## src/shared/ebr_regs.svh

```systemverilog
`ifndef EBR_REGS_SVH
`define EBR_REGS_SVH
// block geometry: 256 words of 36 bits
`define EBR_AW 8
`define EBR_DW 36
`define EBR_PACK_DW 18
`define EBR_BITS_MAX 9216
`define EBR_SR_WMAX 36
// controller register offsets (byte addresses)
`define EBR_OFS_CTRL 8'h00
`define EBR_OFS_CLR 8'h04
`define EBR_OFS_WDATA_A 8'h08
`define EBR_OFS_CMD_A 8'h0c
`define EBR_OFS_WDATA_B 8'h10
`define EBR_OFS_CMD_B 8'h14
`define EBR_OFS_RDATA_A 8'h18
`define EBR_OFS_RDATA_B 8'h1c
`define EBR_OFS_STAT 8'h20
`define EBR_OFS_SHIFT 8'h24
`define EBR_OFS_QUEUE 8'h28
// control fields
`define EBR_CTRL_MODE 0
`define EBR_CTRL_CE 3
`define EBR_CTRL_HOLD 5
`define EBR_CTRL_OREG 7
`define EBR_CTRL_RST 9'h018
// command fields
`define EBR_CMD_WR 8
`define EBR_CMD_RD 9
`define EBR_CMD_HI 12
// clear fields
`define EBR_CLR_DEV 2
// status fields
`define EBR_ST_BUSY 8
`define EBR_ST_SROK 9
`define EBR_ST_QEMPTY 10
`define EBR_ST_QFULL 11
`define EBR_ST_REFUSED 12
// shift-register check fields
`define EBR_SH_TLEN 6
`define EBR_SH_TAPS 20
// cycles from command strobe to captured read data
`define EBR_LAT_LATCH 3'h3
`define EBR_LAT_OREG 3'h4
`endif

```

## src/shared/ebr_pkg.sv

```systemverilog
package ebr_pkg;
  // operating modes of the memory block; codes 6 and 7 are unused
  typedef enum logic [2:0] {
    EBR_SP_RAM,
    EBR_SD_RAM,
    EBR_TD_RAM,
    EBR_SP_ROM,
    EBR_DP_ROM,
    EBR_PACKED
  } ebr_mode_e;
  typedef logic [1:0] ebr_port_t;
endpackage

```

## src/shared/ebr_if.sv

```systemverilog
`timescale 1ns/10ps
`include "ebr_regs.svh"
interface ebr_if #(parameter int AW = `EBR_AW, parameter int DW = `EBR_DW);
  import ebr_pkg::*;
  ebr_mode_e mode;
  ebr_port_t ce;
  ebr_port_t hold;
  ebr_port_t oreg;
  ebr_port_t we;
  ebr_port_t re;
  ebr_port_t aclr;
  logic dev_clr;
  logic [1:0][AW-1:0] addr;
  logic [1:0][DW-1:0] din;
  logic [1:0][DW-1:0] q;
  modport dev (input mode, ce, hold, oreg, we, re, aclr, dev_clr, addr, din, output q);
  modport usr (output mode, ce, hold, oreg, we, re, aclr, dev_clr, addr, din, input q);
endinterface

```

## src/hw/ebr_fabric_ctrl.sv

```systemverilog
// Local design decisions: the address map and register access over AHB-Lite.
`timescale 1ns/10ps
`include "ebr_regs.svh"
module ebr_fabric_ctrl #(
  parameter int AW = `EBR_AW,
  parameter int DW = `EBR_DW
) (
  input wire logic CORE_CLK,
  input wire logic RST,
  input wire logic HSEL,
  input wire logic [31:0] HADDR,
  input wire logic [1:0] HTRANS,
  input wire logic HWRITE,
  input wire logic [2:0] HSIZE,
  input wire logic [31:0] HWDATA,
  input wire logic HREADY,
  output logic [31:0] HRDATA,
  output logic HREADYOUT,
  output logic HRESP,
  ebr_if.usr LNK
);
  import ebr_pkg::*;

  localparam int DEPTH = 1 << AW;

  logic ap_wr_r;
  logic [7:0] ap_addr_r;
  logic [8:0] ctrl_r;
  logic [31:0] wdata_r [2];
  logic [DW-1:0] rdata_r [2];
  logic [25:0] shift_r;
  logic [2:0] cnt_r;
  ebr_port_t cap_r;
  logic refused_r;
  logic [AW-1:0] wp_r;
  logic [AW-1:0] rp_r;
  logic [AW:0] qn_r;
  logic busy;
  logic go_a;
  logic go_b;
  logic go_q;
  logic go_clr;
  logic push;
  logic pop;
  logic q_empty;
  logic q_full;
  logic sr_ok;
  logic [31:0] stat;

  // shift register in one block: w*m*n and w*n limits
  function automatic logic sr_check(input logic [25:0] c);
    int w;
    int m;
    int n;
    w = int'(c[`EBR_SH_TLEN-1:0]);
    m = int'(c[`EBR_SH_TAPS-1:`EBR_SH_TLEN]);
    n = int'(c[25:`EBR_SH_TAPS]);
    return (w * m * n <= `EBR_BITS_MAX) && (w * n <= `EBR_SR_WMAX);
  endfunction

  // 36-bit word from the data register and the command's top nibble
  function automatic logic [DW-1:0] word(input logic [31:0] lo, input logic [31:0] cmd);
    return DW'({cmd[`EBR_CMD_HI+3:`EBR_CMD_HI], lo});
  endfunction

  // zero-wait slave; every transfer answers OKAY
  assign HREADYOUT = 1'b1;
  assign HRESP = 1'b0;

  // address phase capture
  always_ff @(posedge CORE_CLK or posedge RST) begin
    if (RST) begin
      ap_wr_r <= 1'b0;
      ap_addr_r <= 8'h00;
    end else begin
      ap_wr_r <= HSEL && HTRANS[1] && HREADY && HWRITE;
      ap_addr_r <= HADDR[7:0];
    end
  end

  assign busy = cnt_r != 3'h0;
  assign q_empty = qn_r == '0;
  assign q_full = qn_r == (AW + 1)'(DEPTH);
  assign sr_ok = sr_check(shift_r);
  assign go_a = ap_wr_r && ap_addr_r == `EBR_OFS_CMD_A && !busy;
  assign go_b = ap_wr_r && ap_addr_r == `EBR_OFS_CMD_B && !busy;
  assign go_q = ap_wr_r && ap_addr_r == `EBR_OFS_QUEUE && !busy;
  // a clear is refused while busy, or it may spoil the read data
  assign go_clr = ap_wr_r && ap_addr_r == `EBR_OFS_CLR && !busy;
  assign push = go_q && HWDATA[0] && !q_full;
  // on an empty queue a pop never joins a push in one cycle
  assign pop = go_q && HWDATA[1] && !q_empty;
  assign stat = {19'h0, refused_r, q_full, q_empty, sr_ok, busy,
                 rdata_r[1][DW-1:32], rdata_r[0][DW-1:32]};

  // read data register, loaded in the address phase
  always_ff @(posedge CORE_CLK or posedge RST) begin
    if (RST) begin
      HRDATA <= 32'h0;
    end else if (HSEL && HTRANS[1] && HREADY && !HWRITE) begin
      unique case (HADDR[7:0])
        `EBR_OFS_CTRL: HRDATA <= {23'h0, ctrl_r};
        `EBR_OFS_WDATA_A: HRDATA <= wdata_r[0];
        `EBR_OFS_WDATA_B: HRDATA <= wdata_r[1];
        `EBR_OFS_RDATA_A: HRDATA <= rdata_r[0][31:0];
        `EBR_OFS_RDATA_B: HRDATA <= rdata_r[1][31:0];
        `EBR_OFS_STAT: HRDATA <= stat;
        `EBR_OFS_SHIFT: HRDATA <= {6'h0, shift_r};
        `EBR_OFS_QUEUE: HRDATA <= 32'(qn_r);
        default: HRDATA <= 32'h0;
      endcase
    end
  end

  // configuration registers written by software
  always_ff @(posedge CORE_CLK or posedge RST) begin
    if (RST) begin
      ctrl_r <= `EBR_CTRL_RST;
      wdata_r[0] <= 32'h0;
      wdata_r[1] <= 32'h0;
      shift_r <= 26'h0;
    end else if (ap_wr_r) begin
      if (ap_addr_r == `EBR_OFS_CTRL) ctrl_r <= HWDATA[8:0];
      if (ap_addr_r == `EBR_OFS_WDATA_A) wdata_r[0] <= HWDATA;
      if (ap_addr_r == `EBR_OFS_WDATA_B) wdata_r[1] <= HWDATA;
      if (ap_addr_r == `EBR_OFS_SHIFT) shift_r <= HWDATA[25:0];
    end
  end

  // an order while busy or a pop on an empty queue sets the flag (a push on a full queue does not); set beats a same-cycle clear
  always_ff @(posedge CORE_CLK or posedge RST) begin
    if (RST) begin
      refused_r <= 1'b0;
    end else if (ap_wr_r && busy && (ap_addr_r == `EBR_OFS_CMD_A || ap_addr_r == `EBR_OFS_CMD_B ||
                 ap_addr_r == `EBR_OFS_QUEUE || ap_addr_r == `EBR_OFS_CLR)) begin
      refused_r <= 1'b1;
    end else if (go_q && HWDATA[1] && q_empty) begin
      refused_r <= 1'b1;
    end else if (ap_wr_r && ap_addr_r == `EBR_OFS_STAT && HWDATA[`EBR_ST_REFUSED]) begin
      refused_r <= 1'b0;
    end
  end

  // one-cycle strobes to the block; read strobes only when reading
  always_ff @(posedge CORE_CLK or posedge RST) begin
    if (RST) begin
      LNK.we <= 2'b00;
      LNK.re <= 2'b00;
      LNK.addr <= '0;
      LNK.din <= '0;
      LNK.aclr <= 2'b00;
      LNK.dev_clr <= 1'b0;
    end else begin
      LNK.we <= 2'b00;
      LNK.re <= 2'b00;
      LNK.aclr <= go_clr ? HWDATA[1:0] : 2'b00;
      LNK.dev_clr <= go_clr && HWDATA[`EBR_CLR_DEV];
      if (go_a || push) begin
        LNK.addr[0] <= push ? wp_r : HWDATA[AW-1:0];
        LNK.din[0] <= push ? DW'(wdata_r[0]) : word(wdata_r[0], HWDATA);
        LNK.we[0] <= push || HWDATA[`EBR_CMD_WR];
        LNK.re[0] <= go_a && HWDATA[`EBR_CMD_RD];
      end
      if (go_b || pop) begin
        LNK.addr[1] <= pop ? rp_r : HWDATA[AW-1:0];
        LNK.din[1] <= word(wdata_r[1], HWDATA);
        LNK.we[1] <= go_b && HWDATA[`EBR_CMD_WR];
        LNK.re[1] <= pop || HWDATA[`EBR_CMD_RD];
      end
    end
  end

  // static controls; packed mode needs the single shared clock
  assign LNK.mode = ebr_mode_e'(ctrl_r[`EBR_CTRL_MODE+2:`EBR_CTRL_MODE]);
  assign LNK.ce = ctrl_r[`EBR_CTRL_CE+1:`EBR_CTRL_CE];
  assign LNK.hold = ctrl_r[`EBR_CTRL_HOLD+1:`EBR_CTRL_HOLD];
  assign LNK.oreg = ctrl_r[`EBR_CTRL_OREG+1:`EBR_CTRL_OREG];

  // read latency counter; assumes clock enables stay high while busy
  always_ff @(posedge CORE_CLK or posedge RST) begin
    if (RST) begin
      cnt_r <= 3'h0;
      cap_r <= 2'b00;
    end else if (go_a || go_b || push || pop || go_clr) begin
      cnt_r <= (|LNK.oreg) ? `EBR_LAT_OREG : `EBR_LAT_LATCH;
      cap_r <= {pop || (go_b && HWDATA[`EBR_CMD_RD]), go_a && HWDATA[`EBR_CMD_RD]};
    end else if (busy) begin
      cnt_r <= cnt_r - 3'h1;
    end
  end

  // capture the answer of each port that read
  always_ff @(posedge CORE_CLK or posedge RST) begin
    if (RST) begin
      rdata_r[0] <= '0;
      rdata_r[1] <= '0;
    end else if (cnt_r == 3'h1) begin
      if (cap_r[0]) rdata_r[0] <= LNK.q[0];
      if (cap_r[1]) rdata_r[1] <= LNK.q[1];
    end
  end

  // queue pointers over the array: push on A, pop on B
  always_ff @(posedge CORE_CLK or posedge RST) begin
    if (RST) begin
      wp_r <= '0;
      rp_r <= '0;
      qn_r <= '0;
    end else begin
      if (push) wp_r <= wp_r + AW'(1);
      if (pop) rp_r <= rp_r + AW'(1);
      qn_r <= qn_r + (AW + 1)'(push) - (AW + 1)'(pop);
    end
  end
endmodule

```

## src/flat_wrapper.sv

```systemverilog
// flat-port wrapper written by rule: the top's interface ports become plain ports
module ebr_fabric_ctrl_flat import ebr_pkg::*;
#(
  parameter int AW = `EBR_AW,
  parameter int DW = `EBR_DW
)
  (CORE_CLK, RST, HSEL, HADDR, HTRANS, HWRITE, HSIZE, HWDATA, HREADY, HRDATA, HREADYOUT, HRESP, LNK_mode, LNK_ce, LNK_hold, LNK_oreg, LNK_we, LNK_re, LNK_aclr, LNK_dev_clr, LNK_addr, LNK_din, LNK_q);
  ebr_if #(.AW(AW), .DW(DW)) LNK_i ();
  input wire logic CORE_CLK;
  input wire logic RST;
  input wire logic HSEL;
  input wire logic [31:0] HADDR;
  input wire logic [1:0] HTRANS;
  input wire logic HWRITE;
  input wire logic [2:0] HSIZE;
  input wire logic [31:0] HWDATA;
  input wire logic HREADY;
  output logic [31:0] HRDATA;
  output logic HREADYOUT;
  output logic HRESP;
  output wire logic [$bits(LNK_i.mode)-1:0] LNK_mode;
  output wire logic [$bits(LNK_i.ce)-1:0] LNK_ce;
  output wire logic [$bits(LNK_i.hold)-1:0] LNK_hold;
  output wire logic [$bits(LNK_i.oreg)-1:0] LNK_oreg;
  output wire logic [$bits(LNK_i.we)-1:0] LNK_we;
  output wire logic [$bits(LNK_i.re)-1:0] LNK_re;
  output wire logic [$bits(LNK_i.aclr)-1:0] LNK_aclr;
  output wire logic [$bits(LNK_i.dev_clr)-1:0] LNK_dev_clr;
  output wire logic [$bits(LNK_i.addr)-1:0] LNK_addr;
  output wire logic [$bits(LNK_i.din)-1:0] LNK_din;
  input wire logic [$bits(LNK_i.q)-1:0] LNK_q;
  assign LNK_mode = LNK_i.mode;
  assign LNK_ce = LNK_i.ce;
  assign LNK_hold = LNK_i.hold;
  assign LNK_oreg = LNK_i.oreg;
  assign LNK_we = LNK_i.we;
  assign LNK_re = LNK_i.re;
  assign LNK_aclr = LNK_i.aclr;
  assign LNK_dev_clr = LNK_i.dev_clr;
  assign LNK_addr = LNK_i.addr;
  assign LNK_din = LNK_i.din;
  assign LNK_i.q = LNK_q;
  ebr_fabric_ctrl #(.AW(AW), .DW(DW)) u_core (.CORE_CLK(CORE_CLK), .RST(RST), .HSEL(HSEL), .HADDR(HADDR), .HTRANS(HTRANS), .HWRITE(HWRITE), .HSIZE(HSIZE), .HWDATA(HWDATA), .HREADY(HREADY), .HRDATA(HRDATA), .HREADYOUT(HREADYOUT), .HRESP(HRESP), .LNK(LNK_i));
endmodule
```

## config.mk

```make
export PLATFORM = sky130hd
export DESIGN_NAME = ebr_fabric_ctrl_flat
export DESIGN_NICKNAME = d
export VERILOG_FILES = /design/src/shared/ebr_pkg.sv /design/src/shared/ebr_if.sv /design/src/hw/ebr_fabric_ctrl.sv /design/src/flat_wrapper.sv
export VERILOG_INCLUDE_DIRS = /design/src /design/src/shared
export SDC_FILE = /design/constraint.sdc
export NUM_CORES = 1
export LEC_CHECK = 0
export BUFFER_PORTS_ARGS = -buffer_cell sky130_fd_sc_hd__buf_2
export CORE_UTILIZATION = 59
export DETAILED_ROUTE_END_ITERATION = 10
export PLACE_DENSITY = 0.83
export SLEW_MARGIN = 20
export SYNTH_ARGS = -nofsm -noshare
export SYNTH_HDL_FRONTEND = slang
export SYNTH_SLANG_ARGS = --single-unit
```

## constraint.sdc

```tcl
create_clock -name CORE_CLK -period 17.3 [get_ports CORE_CLK]
set_input_delay 4.325 -clock CORE_CLK [delete_from_list [all_inputs] [get_ports CORE_CLK]]
set_output_delay 4.325 -clock CORE_CLK [all_outputs]
set_load 0.02 [all_outputs]
```

==> impl_metrics.tcl <==
set metrics [dict create \
    status "complete, no violations" \
    end_kind "register" \
    post_cts_buffers 0 \
    maxCapViolations 0 \
    cp_slowest_cell "dfrtp_1" \
    crit_required_ns 17.79 \
    grt_pass1_vias 17800 \
    grt_max_degree 196 \
    yosys.area.top_type "dfrtp_1" \
    grt_pass1_wl_um 96500 \
    ys_seq_elements 338 \
    post_cts_resized 0 \
    htreeDepth 1 \
    cts_hold_repair.buffers 0 \
    synth_top_area_share_pct 37.9 \
    worst_pin_slew_ns 1.16 \
    clock_sinks 338 \
    initial_core_util_pct 60.2 \
    ant_nets 0 \
    ios 284 \
    yosys_most_used_dff "dfrtp_1" \
    min_period_ns 10.45 \
    io_buffers 253 \
    reg2reg_to "u_core.HRDATA[9]$_DFFE_PP0P_" \
    areaGrowthSynthToFinish_pct 12.1 \
    startpoint "u_core.shift_r[5]$_DFFE_PP0P_" \
    syn_area_per_cell_um2 11.0 \
    synth.area.top_cells "dfrtp_1, fa_1, mux2_2" \
    synth_cell_types 76 \
    cts.path.max_buffers 3 \
    drc_errors 0 \
    grt_overflow 0 \
    fmax_ghz 0.0957 \
    fp.dieH_um 196 \
    holdPathStages 2 \
    clk_pin_slew_ns 0.07 \
    numCtsBuffers 30 \
    mappedNetlistArea_um2 22200 \
    drive_gt1_share_pct 26.4 \
    synth_edf_count 0 \
    critPathTopFamily "adder cells" \
    drt-vias-per-instance 6.31 \
    reg2reg_slack_ns 6.85 \
    fin_util_pct 67.5 \
    fin_nets 2624 \
    rows 70 \
    slew_viol_final 0 \
    slew_headroom_pct 22.8 \
    crit_top_cell "fa_1" \
    syn_inst 2012 \
    clkLatencyLatePin_ns 0.57 \
    setup_viol 0 \
    groute.usage.overall_pct 32.1 \
    yosysWarnings 0 \
    yosys-top-cells-count "dfrtp_1, mux2_2, nand2_1" \
    finalCritPeriodShare_pct 60.4 \
    hold_path.startpoint "u_core.LNK.addr[11]$_DFFE_PP0P_" \
    rsz0062_at_grt "false" \
    yosysMostFrequentCell "dfrtp_1" \
    tns_ns 0 \
    synth_nets 2423 \
    core_um2 36800 \
    dieArea_um2 38300 \
    drt_iter0_drc 1550 \
    wire_per_inst_um 22.5 \
    grt_antenna_before_repair 6 \
    wirelength_um 60700 \
    place_hpwl_um 42700 \
    ys_async_sr_fraction_pct 100 \
    critPathKind "reg2reg" \
    arrival_ns 10.94 \
    hold_viol_final 0 \
    rr_startpoint "u_core.shift_r[5]$_DFFE_PP0P_" \
    dr_total_vias 17100 \
    hold_end "u_core.LNK.addr[11]$_DFFE_PP0P_" \
    tritoncts "built" \
    first_pass_iters 6 \
    cts-root-buf "clkbuf_16" \
    cpPeakStageDelay_ns 0.91 \
    holdCritPathClass "reg2reg" \
    cp-start-kind "register" \
    gp_congestion 0.938 \
    yosysSeqAreaShare_pct 38.2 \
    cp_max_fo 22 \
    path_buf_inv 5 \
    fp.dieW_um 196 \
    reg2regPathDepth 32 \
    fin_skew_ns 0.0180 \
]
## area by class of cell
type                    instances  area (um^2)
clock inverters                 5         53.8
diodes                          4         10.0
clock buffers                  45          898
multi-input cells            1400        12700
repair buffers                273         1480
fillers                      2634        11900
flip-flops and latches        338         8460
well taps                     468          586
inverters                     170          646
## per-layer routing
metal	wire [um]	track usage, %
met1	23200	40.5
met3	5210	6.40
met5	23	0
met2	29800	53.3
met4	2420	15.1
## registers in the layout, summed over array words and instances, names as in the netlist, 9 cells and up
register,flops
u_core.shift_r,26
u_core.LNK.din,72
u_core.wdata_r,64
u_core.ctrl_r,9
u_core.HRDATA,32
u_core.qn_r,9
u_core.rdata_r,72
u_core.LNK.addr,16
## worst register-to-register path: cells and delay by family (launching register included)
kind                     cells  cell delay [ns]
AND/OR/NAND/NOR             10             2.83
buffers and inverters        5             0.30
adder cells (fa/ha/maj)      9             4.41
AO/OA/AOI/OAI                8             1.93
flip-flops                   1             0.91
## cell usage in the layout, fill, tap and decap left out, drive strengths merged, types with 5 or more instances in the layout
master	netlist	layout
xor2	8	8
a21oi	37	37
inv	170	170
clkbuf	92	45
o2111ai	8	8
o21ai	27	27
a31oi	8	8
nor2b	12	12
and2	127	127
nor4	12	12
nand2	176	176
a211o	5	5
a21o	18	18
nand4	19	19
buf	12	273
ha	127	127
xnor2	38	38
o21bai	7	7
a22oi	73	73
nor2	53	53
nor3b	9	9
o22ai	5	5
and3	20	20
nand2b	23	23
mux2	244	244
a222oi	15	15
nor3	11	11
o211ai	6	6
mux2i	16	16
a211oi	10	10
fa	138	138
dfrtp	336	336
or3	9	9
a22o	33	33
nand3	32	32
o311ai	8	8
## worst max path at each step
stage	to	cells past startpoint
floorplan	u_core.HRDATA[0]$_DFFE_PP0P_	1
global route	u_core.HRDATA[9]$_DFFE_PP0P_	32
global placement	u_core.HRDATA[9]$_DFFE_PP0P_	32
detailed placement	u_core.HRDATA[9]$_DFFE_PP0P_	32
CTS	u_core.HRDATA[9]$_DFFE_PP0P_	32
finish	u_core.HRDATA[9]$_DFFE_PP0P_	32
## cell families (layout without fill, tap and decap cells)
kind of cell / count (synthesis) / count (layout) / synth area share, %
xor gates and xnor gates: 46 / 46 / 1.82
adders and majority gates: 265 / 265 / 19.6
and+or+nand+nor: 527 / 527 / 12.4
AOI/OAI and AO/OA: 300 / 300 / 10.1
other: 2 / 6 / 0.0339
DFF: 338 / 338 / 38.2
buffers and inverters: 274 / 493 / 4.70
muxes: 260 / 260 / 13.1
## stage by stage
stage	setup slack (ns)	hold slack, ns	cells	instance area [um^2]
finish	6.85	0.463	2703	24800
floorplan	3.61	0.446	2012	22200
global route	6.27	0.494	2702	24800
global placement	7.24	0.448	2646	23800
detailed placement	7.08	0.454	2646	23800
CTS	7.01	0.468	2696	24800
Power is not shown: default switching activity piles up to over one toggle a cycle in this logic, so the estimate is an artifact.
